File: src/verilog/mhbp_cfg.svh
// constants of the 8-bit host bus port
`ifndef MHBP_CFG_SVH
`define MHBP_CFG_SVH
`define MHBP_ADDR_W      17
`define MHBP_DATA_W      8
`define MHBP_ADDR_RST    17'h00000
`define MHBP_WDATA_RST   8'h00
`define MHBP_BURST_LSB   0
`define MHBP_BURST_W     4
`define MHBP_SEL_BASE    17'h00000
`define MHBP_SEL_MASK    17'h10000
`endif

File: src/verilog/mhbp_pkg.sv
// types of the 8-bit host bus port
package mhbp_pkg;
    typedef enum logic [2:0] {
        MHBP_CFG_NONPAGE_3STB = 3'h0,
        MHBP_CFG_NONPAGE_1RD  = 3'h1,
        MHBP_CFG_PAGE_1RD     = 3'h2,
        MHBP_CFG_PAGE_3STB    = 3'h3,
        MHBP_CFG_BURST        = 3'h4,
        MHBP_CFG_ENABLE_RW    = 3'h5
    } mhbp_cfg_t;
    typedef enum logic [1:0] {
        MHBP_IDLE  = 2'h0,
        MHBP_WRITE = 2'h1
    } mhbp_state_t;
endpackage : mhbp_pkg

File: src/verilog/mhbp_port.sv
// host bus slave port for 8-bit multiplexed microcontroller buses
// What this block does
// - low address byte shares data lines; captured on address latch strobe
// - program fetch, read, write strobes enter control inputs 2, 1, 0
// - single read strobe configs: program fetch on input 1, write on 0
// - seventeenth address bit taken from port A bit 0
// - dual read page config: data read on input 1, fetch on input 2
// - page hit keeps latched upper address; only low byte changes
// - non-page mode latches the address every bus cycle
// - page cycles same timing; access timed from low address bits
// - four configurations: 1,2 non-page low mux; 3,4 page high mux
// - burst host: bits 3..0 dedicated, bits 11..4 on data lines
// - burst holds upper bits; host steps bits 3..0, up to 16 bytes
// - burst timing same; access timed from dedicated low bits
// - enable strobe plus read/write direction mode supported
// - decode array derives read and write strobes from enable and direction
// - control input functions fixed by stored configuration, not run-time
// - drive shared port only while selected and read strobe active
`include "mhbp_cfg.svh"
module mhbp_port #(
    parameter mhbp_pkg::mhbp_cfg_t CFG = mhbp_pkg::MHBP_CFG_NONPAGE_3STB
) (
    input  wire logic                       clk,
    input  wire logic                       resetn,
    input  wire logic                       address_latch_strobe,
    input  wire logic                       control_input_0,
    input  wire logic                       control_input_1,
    input  wire logic                       control_input_2,
    input  wire logic                       port_a_bit0,
    input  wire logic [7:0]                 addr_dedicated,
    input  wire logic [`MHBP_DATA_W-1:0]    shared_addr_data_port_in,
    output logic      [`MHBP_DATA_W-1:0]    shared_addr_data_port_out,
    output logic                            shared_addr_data_port_oe,
    output logic      [`MHBP_ADDR_W-1:0]    mem_addr,
    output logic                            mem_rd,
    output logic                            mem_wr,
    output logic      [`MHBP_DATA_W-1:0]    mem_wdata,
    input  wire logic [`MHBP_DATA_W-1:0]    mem_rdata,
    output logic                            ext_rd_n,
    output logic                            ext_wr_n
);
    import mhbp_pkg::*;

    // latched address and its next value
    logic [`MHBP_ADDR_W-1:0] lat_r;
    logic [`MHBP_ADDR_W-1:0] lat_nxt;

    // write data captured during the active write strobe
    logic [`MHBP_DATA_W-1:0] wd_r;
    logic [`MHBP_DATA_W-1:0] wd_nxt;

    // write in progress and one-cycle commit pulse
    logic                    wr_r;
    logic                    wr_nxt;
    logic                    wrp_r;
    logic                    wrp_nxt;

    // decoded host strobes
    logic                    fetch_act;
    logic                    data_rd_act;
    logic                    rd_act;
    logic                    wr_act;

    // current address, its select and the qualified strobes
    logic [`MHBP_ADDR_W-1:0] addr;
    logic [`MHBP_ADDR_W-1:0] addr_masked;
    logic                    sel;
    logic                    sel_rd;
    logic                    wr_take;
    logic                    drive_bus;

    // strobe roles come from the parameter only, so no write can remap them
    always_comb begin
        fetch_act = 1'b0;
        data_rd_act = 1'b0;
        wr_act = 1'b0;
        case (CFG)
            MHBP_CFG_NONPAGE_3STB, MHBP_CFG_PAGE_3STB, MHBP_CFG_BURST: begin
                // fetch and data read both open the read path
                fetch_act = !control_input_2;
                data_rd_act = !control_input_1;
                wr_act = !control_input_0;
            end
            MHBP_CFG_NONPAGE_1RD, MHBP_CFG_PAGE_1RD: begin
                // the fetch strobe is the only read strobe and sits on input 1
                fetch_act = !control_input_1;
                data_rd_act = 1'b0;
                wr_act = !control_input_0;
            end
            MHBP_CFG_ENABLE_RW: begin
                // input 0 is direction (high = read), input 1 is enable (high)
                fetch_act = 1'b0;
                data_rd_act = control_input_1 && control_input_0;
                wr_act = control_input_1 && !control_input_0;
            end
            default: begin
                fetch_act = 1'b0;
                data_rd_act = 1'b0;
                wr_act = 1'b0;
            end
        endcase
    end

    // either read strobe may reach memory or ports
    assign rd_act = fetch_act || data_rd_act;

    // latch follows the strobe; holding it keeps the upper part for page hits
    always_comb begin
        lat_nxt = lat_r;
        if (address_latch_strobe) begin
            case (CFG)
                MHBP_CFG_PAGE_1RD, MHBP_CFG_PAGE_3STB: begin
                    lat_nxt[15:8] = shared_addr_data_port_in;
                end
                MHBP_CFG_BURST: begin
                    lat_nxt[11:4] = shared_addr_data_port_in;
                    lat_nxt[15:12] = addr_dedicated[7:4];
                end
                default: begin
                    lat_nxt[7:0] = shared_addr_data_port_in;
                end
            endcase
            lat_nxt[16] = port_a_bit0;
        end
    end

    // low bits live, no dependence on strobe setup or hold in page and burst
    always_comb begin
        addr = lat_r;
        case (CFG)
            MHBP_CFG_PAGE_1RD, MHBP_CFG_PAGE_3STB: begin
                addr[7:0] = addr_dedicated;
            end
            MHBP_CFG_BURST: begin
                addr[`MHBP_BURST_W-1:`MHBP_BURST_LSB] = addr_dedicated[3:0];
            end
            default: begin
                addr[15:8] = addr_dedicated;
            end
        endcase
        if (address_latch_strobe) begin
            addr = lat_nxt;
        end
    end

    // select decode on address bit 16 only, through the select mask
    assign addr_masked = addr & `MHBP_SEL_MASK;
    assign sel = (addr_masked == `MHBP_SEL_BASE);

    // a strobe counts only while the address decodes to this device
    assign wr_take = wr_act && sel;
    assign sel_rd = rd_act && sel;
    // no drive over the latch phase, the host still owns the lines then
    assign drive_bus = sel_rd && !address_latch_strobe;

    // write data is taken at every edge of an active, selected write strobe
    always_comb begin
        wd_nxt = wd_r;
        if (wr_take) begin
            wd_nxt = shared_addr_data_port_in;
        end
    end

    // the commit pulse follows the edge at which the write strobe has gone
    always_comb begin
        wr_nxt = wr_r;
        wrp_nxt = 1'b0;
        if (wr_take) begin
            wr_nxt = 1'b1;
        end else if (wr_r) begin
            // committing late keeps the data stable for the whole strobe
            wr_nxt = 1'b0;
            wrp_nxt = 1'b1;
        end
    end

    // latch group
    always_ff @(posedge clk) begin
        if (!resetn) begin
            lat_r <= `MHBP_ADDR_RST;
        end else begin
            lat_r <= lat_nxt;
        end
    end

    // write data group
    always_ff @(posedge clk) begin
        if (!resetn) begin
            wd_r <= `MHBP_WDATA_RST;
        end else begin
            wd_r <= wd_nxt;
        end
    end

    // write pulse group
    always_ff @(posedge clk) begin
        if (!resetn) begin
            wr_r <= 1'b0;
            wrp_r <= 1'b0;
        end else begin
            wr_r <= wr_nxt;
            wrp_r <= wrp_nxt;
        end
    end

    // memory side
    assign mem_addr = addr;
    assign mem_rd = sel_rd;
    // write pulse is registered so memory sees one clean cycle
    assign mem_wr = wrp_r;
    assign mem_wdata = wd_r;

    // read data goes out only on a selected read
    assign shared_addr_data_port_out = mem_rdata;
    assign shared_addr_data_port_oe = drive_bus;

    // separate strobes for external parts, handy for enable/direction hosts
    assign ext_rd_n = !rd_act;
    assign ext_wr_n = !wr_act;
endmodule : mhbp_port
File: config.mk
export PLATFORM = sky130hd
export DESIGN_NAME = mhbp_port
export DESIGN_NICKNAME = d
export VERILOG_FILES = /design/src/verilog/mhbp_pkg.sv /design/src/verilog/mhbp_port.sv
export VERILOG_INCLUDE_DIRS = /design/src /design/src/verilog
export SDC_FILE = /design/constraint.sdc
export NUM_CORES = 1
export LEC_CHECK = 0
export ABC_AREA = 1
export ABC_CLOCK_PERIOD_IN_PS = 800
export BUFFER_PORTS_ARGS = -buffer_cell sky130_fd_sc_hd__buf_2
export CORE_MARGIN = 3
export CORE_UTILIZATION = 39
export DETAILED_ROUTE_END_ITERATION = 8
export PLACE_DENSITY = 0.8
export SYNTH_ARGS = -nofsm -noshare
export SYNTH_HDL_FRONTEND = slang
export SYNTH_SLANG_ARGS = --single-unit
export TNS_END_PERCENT = 50
File: constraint.sdc
create_clock -name clk -period 0.8 [get_ports clk]
set_input_delay 0.16 -clock clk [delete_from_list [all_inputs] [get_ports clk]]
set_output_delay 0.16 -clock clk [all_outputs]
set_load 0.01 [all_outputs]
### Word-level counts from Yosys, hierarchy flattened

Index checks and enable logic that the tools add are counted.

* memories kept: 0
* word-level logic and storage cells: 20
* bits in registers: 27
* latch bits: 0
* bits of input ports: 31
* RAM bits: 0
* output and inout port bits: 38
* memory bits (read-only): 0

* mux-type cells: 4
* reduce and logical (&&, ||, !) cells: 11
* equality and inequality tests: 0
* shift operators: 0
* $add $sub $neg: 0
* $lt $le $gt $ge: 0
* div/mod/pow operators: 0
* $mul: 0
* bitwise logic cells: 1

Operators by type and width (count)
* 17-bit two-way mux: 2
* 17-bit zero test: 1
* 1-bit zero test: 5
* 1-bit logical AND: 3
* 1-bit two-way mux: 2
* 2-bit OR reduction: 1
* 1-bit logical OR: 1
* 1-bit NOT: 1

### Depth between registers and ports, before layout

Gate-level depths: netlist of the first run.

* word-level depth: 5
* mapped depth: 7
* depth with buffers taken out: 6

### Worst setup path after synthesis of the first run

No wires, ideal clock.

* path type: input port to output port
* start point: input address_latch_strobe
* end point: output shared_addr_data_port_oe
* data required time: 0.640 ns
* stages: 6
* arrival: 0.792 ns
* path slack: -0.152 ns
* cell sequence: buf_6 nand2_1 nand2_1 nor2_2 nand2_1 inv_1

* longest elaborated chain between the ends: 5
* elaborated cells on any way between the ends: 6
* those cells by class: 2 x mux; 4 x reduce/logical

Ends and longest elaborated chain
* start, declared: RTL line mhbp_port.sv:25 `input wire logic address_latch_strobe,`
* 17-bit two-way mux: RTL line mhbp_port.sv:110 `if (address_latch_strobe) begin`
* 17-bit two-way mux *: RTL line mhbp_port.sv:141 `if (address_latch_strobe) begin`
* net mem_addr[16]: RTL line mhbp_port.sv:34 `` output logic [`MHBP_ADDR_W-1:0] mem_addr, ``
* 17-bit zero test (no source line) *
* 1-bit logical AND *: RTL line mhbp_port.sv:152 `assign sel_rd = rd_act && sel;`
* net mem_rd: RTL line mhbp_port.sv:35 `output logic mem_rd,`
* 1-bit logical AND *: RTL line mhbp_port.sv:154 `assign drive_bus = sel_rd && !address_latch_strobe;`
* end, declared: RTL line mhbp_port.sv:33 `output logic shared_addr_data_port_oe,`

The timed path passes the listed nets; every way through them passes the cells marked *.

### Final worst setup path of the first run

* start point: register lat_r[16]
* end point: output shared_addr_data_port_oe

* longest elaborated chain between the ends: 5

Ends and longest elaborated chain
* start, declared: RTL line mhbp_port.sv:45 `` logic [`MHBP_ADDR_W-1:0] lat_r; ``
* start signal, assigned: RTL line mhbp_port.sv:180 `` lat_r <= `MHBP_ADDR_RST; ``
* start signal, assigned: RTL line mhbp_port.sv:182 `lat_r <= lat_nxt;`
* 17-bit two-way mux: RTL line mhbp_port.sv:110
* 17-bit two-way mux *: RTL line mhbp_port.sv:141
* 17-bit zero test (no source line) *
* 1-bit logical AND *: RTL line mhbp_port.sv:152
* 1-bit logical AND *: RTL line mhbp_port.sv:154

Every way passes the cells marked *; elsewhere a longest branch is shown, timed or not.

==> results.json, run 1 <==
{
  "diodes": 0,
  "cts_tree": "yes",
  "area_delta_synth_final_pct": 57.0,
  "synth.avg_cell_area_sq_um": 7.21,
  "drive_gt1_share_pct": 56.5,
  "power_w": 0.00206,
  "yosys_register_bits": 19,
  "setup_violations": 32,
  "port_buffers": 52,
  "relSlewSlack_pct": 77.1,
  "fp.dieArea_sq_um": 2970,
  "hold_slack_ps": 111,
  "min_path_type": "input pin to flop",
  "vias": 1037,
  "grt_pass1_wl_um": 3950,
  "pin_count": 69,
  "p_leak_nw": 0.818,
  "violations": "setup timing",
  "postCtsHoldBufs": 0,
  "yosysSeqAreaShare_pct": 41.5,
  "cp.arrival_ps": 1030,
  "grt_max_degree": 18,
  "instances_no_fill": 218,
  "syn_nets": 158,
  "dp.cells": 200,
  "cp-end-kind": "primary output",
  "routed_via_density": 4.76,
  "synth_cell_type_count": 18,
  "postLayoutCoreUtil_pct": 69.1,
  "antenna_found_initial": 0,
  "clk_latency_ps": 290,
  "wire_per_inst_um": 12.0,
  "cts_root_buffer": "clkbuf_4",
  "dr.pass1.iters": 4,
  "dp_hpwl_um": 1830,
  "layout_worst_path_cycle_share_pct": 149,
  "postRouteAntennaNets": 0,
  "fin_skew_ps": 6.29,
  "yosys_warnings": 0,
  "irDropWorstVdd_mv": 1.45,
  "drt-total-wl_um": 2610,
  "die_height_um": 54.5,
  "initial_core_util_pct": 44.0,
  "rows": 16,
  "cap_violations": 0,
  "drc": 0,
  "cts.clk_slew.worst_paths_ps": 100,
  "die_width_um": 54.5,
  "status": "finished with violations",
  "rr_startpoint": "lat_r[16]$_SDFF_PN0_",
  "post-place-ws_ps": -187,
  "worst_pin_slew_ps": 342,
  "max_freq_mhz": 839,
  "drv_slew": 0,
  "netlist_instances": 127,
  "overflow": 0,
  "grt_use_total_pct": 18.4,
  "core-area_sq_um": 2080,
  "post_synth_instance_area_sq_um": 916,
  "worstPathRequired_ps": 640,
  "final_cell_mix": "41 x buf_2, 32 x nand2_1, 20 x buf_4, 12 x inv_1, 12 x dfxtp_2",
  "grt_pass1_vias": 949,
  "p_per_area_nw_per_um2": 1430,
  "crit_type": "flop to primary output",
  "clkSinkCount": 19,
  "hold_viol_final": 0,
  "final_common_cell": "buf_2",
  "hold_start": "shared_addr_data_port_in[2]",
  "crit_start": "lat_r[16]$_SDFF_PN0_",
  "clockBufferDepth": 2,
  "htree_levels": 1,
  "fin_nets": 223,
  "drt_iter0_drc": 4,
  "cts_buffers": 3,
  "finalWorstSetupSlack_ps": -392,
  "gp_congestion": 0.798,
  "period_needed_ps": 1190,
  "crit_fanout": 2,
  "rsz0062_at_grt": "yes",
  "cp-start-kind": "flop"
}
==> registers in the layout (all words and copies together) (netlist names) <==
name	count
mem_wr	1
lat_r	9
mem_wdata	8
wr_r	1
==> logic make-up after synthesis <==
| logic type | Yosys count | share of synthesized area [%] |
|---|---|---|
| AOI/OAI and AO/OA | 8 | 4.37 |
| DFF | 19 | 41.5 |
| buffers and inverters | 30 | 19.3 |
| and+or+nand+nor | 70 | 34.8 |
==> worst paths after layout <==
check | endpoint | slack [ps] | cells after the start
setup reg to reg | mem_wdata[0]$_SDFFE_PN0P_ | -290 | 6
hold reg to reg | mem_wr$_SDFF_PP0_ | 420 | 2
setup / recovery | shared_addr_data_port_oe | -390 | 6
hold / removal | mem_wdata[2]$_SDFFE_PN0P_ | 110 | 3
==> synthesized netlist by cell type <==
cell | number | area [sq um]
inv_2 | 1 | 3.75
nor2_2 | 1 | 6.26
buf_2 | 1 | 5.00
nand2_4 | 2 | 22.5
nand2_1 | 38 | 143
nand2_2 | 1 | 6.26
nor2_1 | 11 | 41.3
nand3_1 | 8 | 40.0
inv_4 | 1 | 6.26
a21oi_1 | 8 | 40.0
clkinv_1 | 1 | 3.75
buf_8 | 1 | 15.0
nand4_1 | 8 | 50.1
inv_1 | 13 | 48.8
nand3_2 | 1 | 10.0
buf_4 | 11 | 82.6
buf_6 | 1 | 11.3
dfxtp_1 | 19 | 380
==> power breakdown <==
| part | leakage [nW] | switching [W] | internal [W] |
|---|---|---|---|
| clock | 0.0150 | 0.000278 | 0.000194 |
| sequential | 0.161 | 0.0000274 | 0.00100 |
| combinational | 0.642 | 0.000284 | 0.000271 |
==> per-layer routing <==
metal	vias up	global-route usage, %	wire (um)
met3	6	6.54	309
met1	458	20.4	974
met5	-	0	0
met2	58	33.1	1280
met4	0	4.56	44
li1	515	-	-
==> worst max-delay path, cell delays in order (launching register included) <==
cell	delay, ps
dfxtp_2	350
nand2_4	70
nand2_4	60
nor2_4	80
nand2_2	50
inv_2	50
buf_6	90
==> metrics by stage <==
stage	cell area [sq um]	TNS (ps)
final	1440	-6240
after CTS	1360	-5540
after floorplan	946	-69.1
after global routing	1440	-8140
after global placement	1190	-2680
after detailed placement	1190	-4000
==> final cells by class <==
type	instances	area, sq um
Sequential cell	19	395
Fill cell	167	644
Tap cell	27	33.8
Timing Repair Buffer	74	514
Clock buffer	4	26.3
Multi-Input combinational cell	78	405
Inverter	16	62.6
==> repair_timing <==
action,4_1_cts,5_1_grt
resized for setup,21,13
pin swaps,13,5
buffers inserted,9,5
cloned,0,0
setup endpoints to repair,38,40
Note: power is estimated with default switching activity, not from simulation.
==> inputs of run 2 (changes only) <==
ABC_CLOCK_PERIOD_IN_PS = 1100   (was 800)
clock period = 1.1 ns   (was 0.8 ns; I/O delays follow)
==> run 2 against run 1 <==
Compared with the run above: the run still ends with setup timing left; setup slack better by 230 ps; total power down 32%; first-iteration DRC count grew to 3.3 times the previous value; register-to-register slack improved by 450 ps; clock power shrank 27%; critical path depth unchanged; die area did not move; critical path type unchanged.
==> results.json, run 2 (synthesis gave the netlist of run 1 again) <==
{
  "cp-start-kind": "flop",
  "worstPathRequired_ps": 880,
  "fin_skew_ps": 0.916,
  "routed_via_density": 4.77,
  "dp.cells": 199,
  "crit_buf_inv": 2,
  "dr.pass1.iters": 4,
  "diodes": 0,
  "power.share.combinational_pct": 22.3,
  "antenna_found_initial": 0,
  "p_per_area_nw_per_um2": 1170,
  "slowest_stage": "dfxtp_2",
  "crit_type": "flop to primary output",
  "min_path_type": "input pin to flop",
  "crit_start": "lat_r[16]$_SDFF_PN0_",
  "drv_slew": 0,
  "regMostFlops": "lat_r",
  "layout_worst_path_cycle_share_pct": 115,
  "relSlewSlack_pct": 81.9,
  "wire_per_inst_um": 10.8,
  "setup_violations": 4,
  "pin_count": 69,
  "period_needed_ps": 1260,
  "cpMostUsedCell": "nand2_2",
  "gp_congestion": 0.679,
  "power.switching_w": 0.000404,
  "clockBufferDepth": 2,
  "switching_share_pct": 28.9,
  "port_buffers": 52,
  "violations": "setup timing",
  "grt_max_degree": 18,
  "core-area_sq_um": 2080,
  "met3_length_um": 240,
  "reg2regPathDepth": 5,
  "drt-total-wl_um": 2200,
  "clk_latency_ps": 290,
  "cp-endpoint": "shared_addr_data_port_oe",
  "die_width_um": 54.5,
  "cts_buffers": 3,
  "rsz0062_at_grt": "yes",
  "finalWorstSetupSlack_ps": -161,
  "instances_no_fill": 203,
  "wl_met1_um": 860,
  "p_int_w": 0.000994,
  "final_common_cell": "buf_2",
  "worst_pin_slew_ps": 270,
  "crit_cells": 6,
  "hold_viol_final": 0,
  "cp-end-kind": "primary output",
  "crit_fanout": 2,
  "grt_pass1_vias": 937,
  "status": "finished with violations",
  "p_leak_nw": 0.723,
  "largest_reg_flops": 9,
  "grt_use_total_pct": 16.7,
  "finalSetupTns_ps": -268,
  "htree_levels": 1,
  "dp_hpwl_um": 1800,
  "drt_iter0_drc": 13,
  "grt_pass1_wl_um": 3610,
  "dr_wl_met2_um": 1080,
  "fp.dieArea_sq_um": 2970,
  "clkSinkCount": 19,
  "cp_slowest_stage_delay_ps": 340,
  "drive_gt1_share_pct": 44.3,
  "cts.clk_slew.worst_paths_ps": 100,
  "final_cell_mix": "52 x buf_2, 34 x nand2_1, 15 x dfxtp_1, 13 x inv_1, 11 x nor2_1",
  "initial_core_util_pct": 44.0,
  "cap_violations": 0,
  "seqPwrFrac_pct": 53.1,
  "overflow": 0,
  "reg2reg_slack_ps": 160,
  "cts_root_buffer": "clkbuf_4",
  "clkPwrFrac_pct": 24.6,
  "rows": 16,
  "drc": 0,
  "crit_path_cell_trace": "nand2_2 > nand2_2 > nor2_2 > nand2_1 > inv_1 > buf_2",
  "irDropWorstVdd_mv": 0.643,
  "max_freq_mhz": 793,
  "r2r-end": "mem_wdata[6]$_SDFFE_PN0P_",
  "postRouteAntennaNets": 0,
  "rr_startpoint": "lat_r[16]$_SDFF_PN0_",
  "die_height_um": 54.5,
  "vias": 968,
  "critPathTopFamily": "flip-flops",
  "area_delta_synth_final_pct": 30.1,
  "fin_nets": 208,
  "postLayoutCoreUtil_pct": 57.2,
  "highest_layer": "met4",
  "cp.arrival_ps": 1040,
  "cts_tree": "yes"
}
[run 2: cell count changes in the layout (fill, tap and decap cells not counted), moves of 2 or more]
cell / before / now
nand2_4: 4 / 2
dfxtp_1: 7 / 15
a21oi_1: 5 / 8
a21oi_2: 3 / 0
buf_6: 11 / 0
nand2_1: 32 / 34
buf_4: 20 / 7
nor2_1: 9 / 11
dfxtp_2: 12 / 4
buf_2: 41 / 52
[run 2: cell type report]
| class | count | area, sq um |
|---|---|---|
| flip-flops and latches | 19 | 385 |
| multi-input cells | 78 | 369 |
| repair buffers | 59 | 313 |
| well taps | 27 | 33.8 |
| clock buffers | 3 | 22.5 |
| clock inverters | 1 | 5.00 |
| fillers | 219 | 891 |
| inverters | 16 | 62.6 |
[run 2: power groups by stage]
stage / clock (W) / sequential, W / combinational [W]
2_1_floorplan: 0 / 0.000763 / 0.000200
3_3_place_gp: 0 / 0.000755 / 0.000303
3_5_place_dp: 0 / 0.000756 / 0.000312
4_1_cts: 0.000353 / 0.000740 / 0.000315
5_1_grt: 0.000385 / 0.000747 / 0.000353
6_report: 0.000345 / 0.000742 / 0.000312
[run 2: routing by layer]
layer / vias up / track usage, %
met5: - / 0
met1: 428 / 18.0
met3: 4 / 3.00
li1: 485 / -
met4: 0 / 7.88
met2: 51 / 30.9
[run 2: through the flow]
| step | cell area, sq um | setup slack [ps] | power (W) | hold slack (ps) |
|---|---|---|---|---|
| final | 1190 | -161 | 0.00140 | 184 |
| after global routing | 1190 | -273 | 0.00148 | 179 |
| after floorplan | 916 | 28.4 | 0.000963 | 368 |
| after CTS | 1180 | -196 | 0.00141 | 172 |
| after global placement | 1150 | 28.4 | 0.00106 | 408 |
| after detailed placement | 1150 | 4.92 | 0.00107 | 406 |
[run 2: worst min-delay path by stage]
| stage | startpoint | endpoint | slack, ps | depth (start not counted) |
|---|---|---|---|---|
| 2_1_floorplan | shared_addr_data_port_in[0] | mem_wdata[0]$_SDFFE_PN0P_ | 370 | 2 |
| 3_3_place_gp | wr_r$_SDFF_PN0_ | mem_wr$_SDFF_PP0_ | 410 | 2 |
| 3_5_place_dp | wr_r$_SDFF_PN0_ | mem_wr$_SDFF_PP0_ | 410 | 2 |
| 4_1_cts | shared_addr_data_port_in[5] | mem_wdata[5]$_SDFFE_PN0P_ | 170 | 3 |
| 5_1_grt | shared_addr_data_port_in[3] | mem_wdata[3]$_SDFFE_PN0P_ | 180 | 3 |
| 6_report | shared_addr_data_port_in[3] | mem_wdata[3]$_SDFFE_PN0P_ | 180 | 3 |
[run 2: worst reg2reg max path, stage by stage, from the launching register on]
cell	delay, ps
dfxtp_2	340
nand2_2	60
buf_4	100
nand3_2	160
nand3_1	130
nand2_1	60
[run 2: what timing repair did]
action,in CTS,in global routing
setup buffers,0,0
gates resized for setup,2,6
setup endpoints to repair,4,12
pin swaps,3,2
hold buffers,0,0
==> inputs of run 3 (changes only) <==
CORE_ASPECT_RATIO = 1.4   (was default)
==> run 3 against run 2 <==
Compared with the run above: largest power group unchanged; non-clock buffer count is 4 higher; largest cell class unchanged; combinational power is 8.7% higher; the run still ends with setup timing left; clock skew hardly changed; clock-buffer cell count is 1 higher; critical endpoint unchanged; via count is 2.7% higher; first-iteration DRC count is 100% higher; clock power hardly changed; sequential share of layout area is 1.0 points lower.
==> results.json, run 3 (synthesis gave the netlist of run 1 again) <==
{
  "relSlewSlack_pct": 80.3,
  "cap_violations": 0,
  "cp.arrival_ps": 1070,
  "rows": 20,
  "hold_viol_final": 0,
  "grt_use_total_pct": 16.9,
  "period_needed_ps": 1290,
  "status": "finished with violations",
  "max_freq_mhz": 775,
  "overflow": 0,
  "cp-start-kind": "flop",
  "diodes": 0,
  "vias": 994,
  "finalWorstSetupSlack_ps": -190,
  "fp.dieArea_sq_um": 2970,
  "power_w": 0.00143,
  "grt_max_degree": 18,
  "post-place-ws_ps": 0.106,
  "finalSetupTns_ps": -426,
  "regMostFlops": "lat_r",
  "gp_congestion": 0.775,
  "cts_tree": "yes",
  "cp-end-kind": "primary output",
  "antenna_found_initial": 0,
  "wire_per_inst_um": 12.4,
  "setup_violations": 3,
  "routed_via_density": 4.92,
  "clockBufferDepth": 2,
  "cts_root_buffer": "clkbuf_4",
  "p_leak_nw": 0.742,
  "final_common_cell": "buf_2",
  "place_area_sq_um": 1140,
  "die_width_um": 47.0,
  "htree_levels": 1,
  "layout_worst_path_cycle_share_pct": 117,
  "p_per_area_nw_per_um2": 1150,
  "crit_type": "flop to primary output",
  "cts_buffers": 3,
  "drt_iter0_drc": 26,
  "drc": 0,
  "grt_pass1_wl_um": 3750,
  "grt_pass1_vias": 952,
  "drv_slew": 0,
  "final_cell_mix": "51 x buf_2, 32 x nand2_1, 13 x inv_1, 13 x dfxtp_1, 11 x buf_4",
  "cts.clk_slew.worst_paths_ps": 100,
  "area_delta_synth_final_pct": 35.1,
  "postLayoutCoreUtil_pct": 56.2,
  "fill_cells": 218,
  "core-area_sq_um": 2200,
  "fin_nets": 212,
  "postRouteAntennaNets": 0,
  "worst_pin_slew_ps": 293,
  "drt-total-wl_um": 2510,
  "initial_core_util_pct": 41.6,
  "violations": "setup timing",
  "dr.pass1.iters": 4,
  "postCtsHoldBufs": 0,
  "pin_count": 69,
  "drive_gt1_share_pct": 47.8,
  "min_path_type": "input pin to flop",
  "die_height_um": 63.3,
  "fin_skew_ps": 0.824,
  "clkSinkCount": 19,
  "largest_reg_flops": 9,
  "dp_hpwl_um": 1970,
  "clk_latency_ps": 290,
  "finish.instance_area_sq_um": 1240,
  "port_buffers": 52,
  "crit_fanout": 2,
  "irDropWorstVdd_mv": 0.680,
  "worstPathRequired_ps": 880,
  "rsz0062_at_grt": "yes"
}
## run 3: path summary, 6_finish.rpt
check                           depth (start not counted)                        start  slack, ps                   endpoint
worst max-delay path                                    6         lat_r[16]$_SDFF_PN0_       -190   shared_addr_data_port_oe
worst min-delay path                                    3  shared_addr_data_port_in[4]        180  mem_wdata[4]$_SDFFE_PN0P_
worst max register to register                          7         lat_r[16]$_SDFF_PN0_         20  mem_wdata[7]$_SDFFE_PN0P_
worst min register to register                          2              wr_r$_SDFF_PN0_        420          mem_wr$_SDFF_PP0_
## run 3: metrics by stage
| step | instances | hold WS [ps] |
|---|---|---|
| CTS | 199 | 180 |
| detailed placement | 194 | 409 |
| global route | 202 | 193 |
| finish | 202 | 180 |
| floorplan | 127 | 368 |
| global placement | 194 | 403 |
## run 3: critical path, stage by stage, from the launching register on
cell and delay, ps:
dfxtp_2 340, nand2_2 70, nand2_2 60, nor2_2 100
nand2_1 60, inv_1 50, buf_2 120
## run 3: timing repair
item	4_1_cts	5_1_grt
resized for setup	2	13
setup buffers	1	3
setup endpoints to repair	3	18
pin swaps	2	7
## run 3: area by class of cell
class,instances,area [sq um],area share (%)
sequential,19,388,31.3
inverter,16,62.6,5.06
tap,22,27.5,2.22
timing repair buffer,63,349,28.2
clock buffer,4,26.3,2.12
multi-input combinational,78,384,31.0
## run 3: layer usage
layer / global-route usage [%] / part of all wire (%) / wire [um]
met5: 0 / 0 / 0
met4: 6.57 / 1.4 / 35
met3: 2.57 / 8.5 / 214
met2: 31.1 / 53 / 1340
met1: 17.7 / 37 / 924
## run 3: report_power, final
group          total, W  switching, W  internal, W
clock network  0.000345      0.000204     0.000141
logic          0.000339      0.000193     0.000146
registers      0.000744     0.0000161     0.000728
total           0.00143      0.000413      0.00102
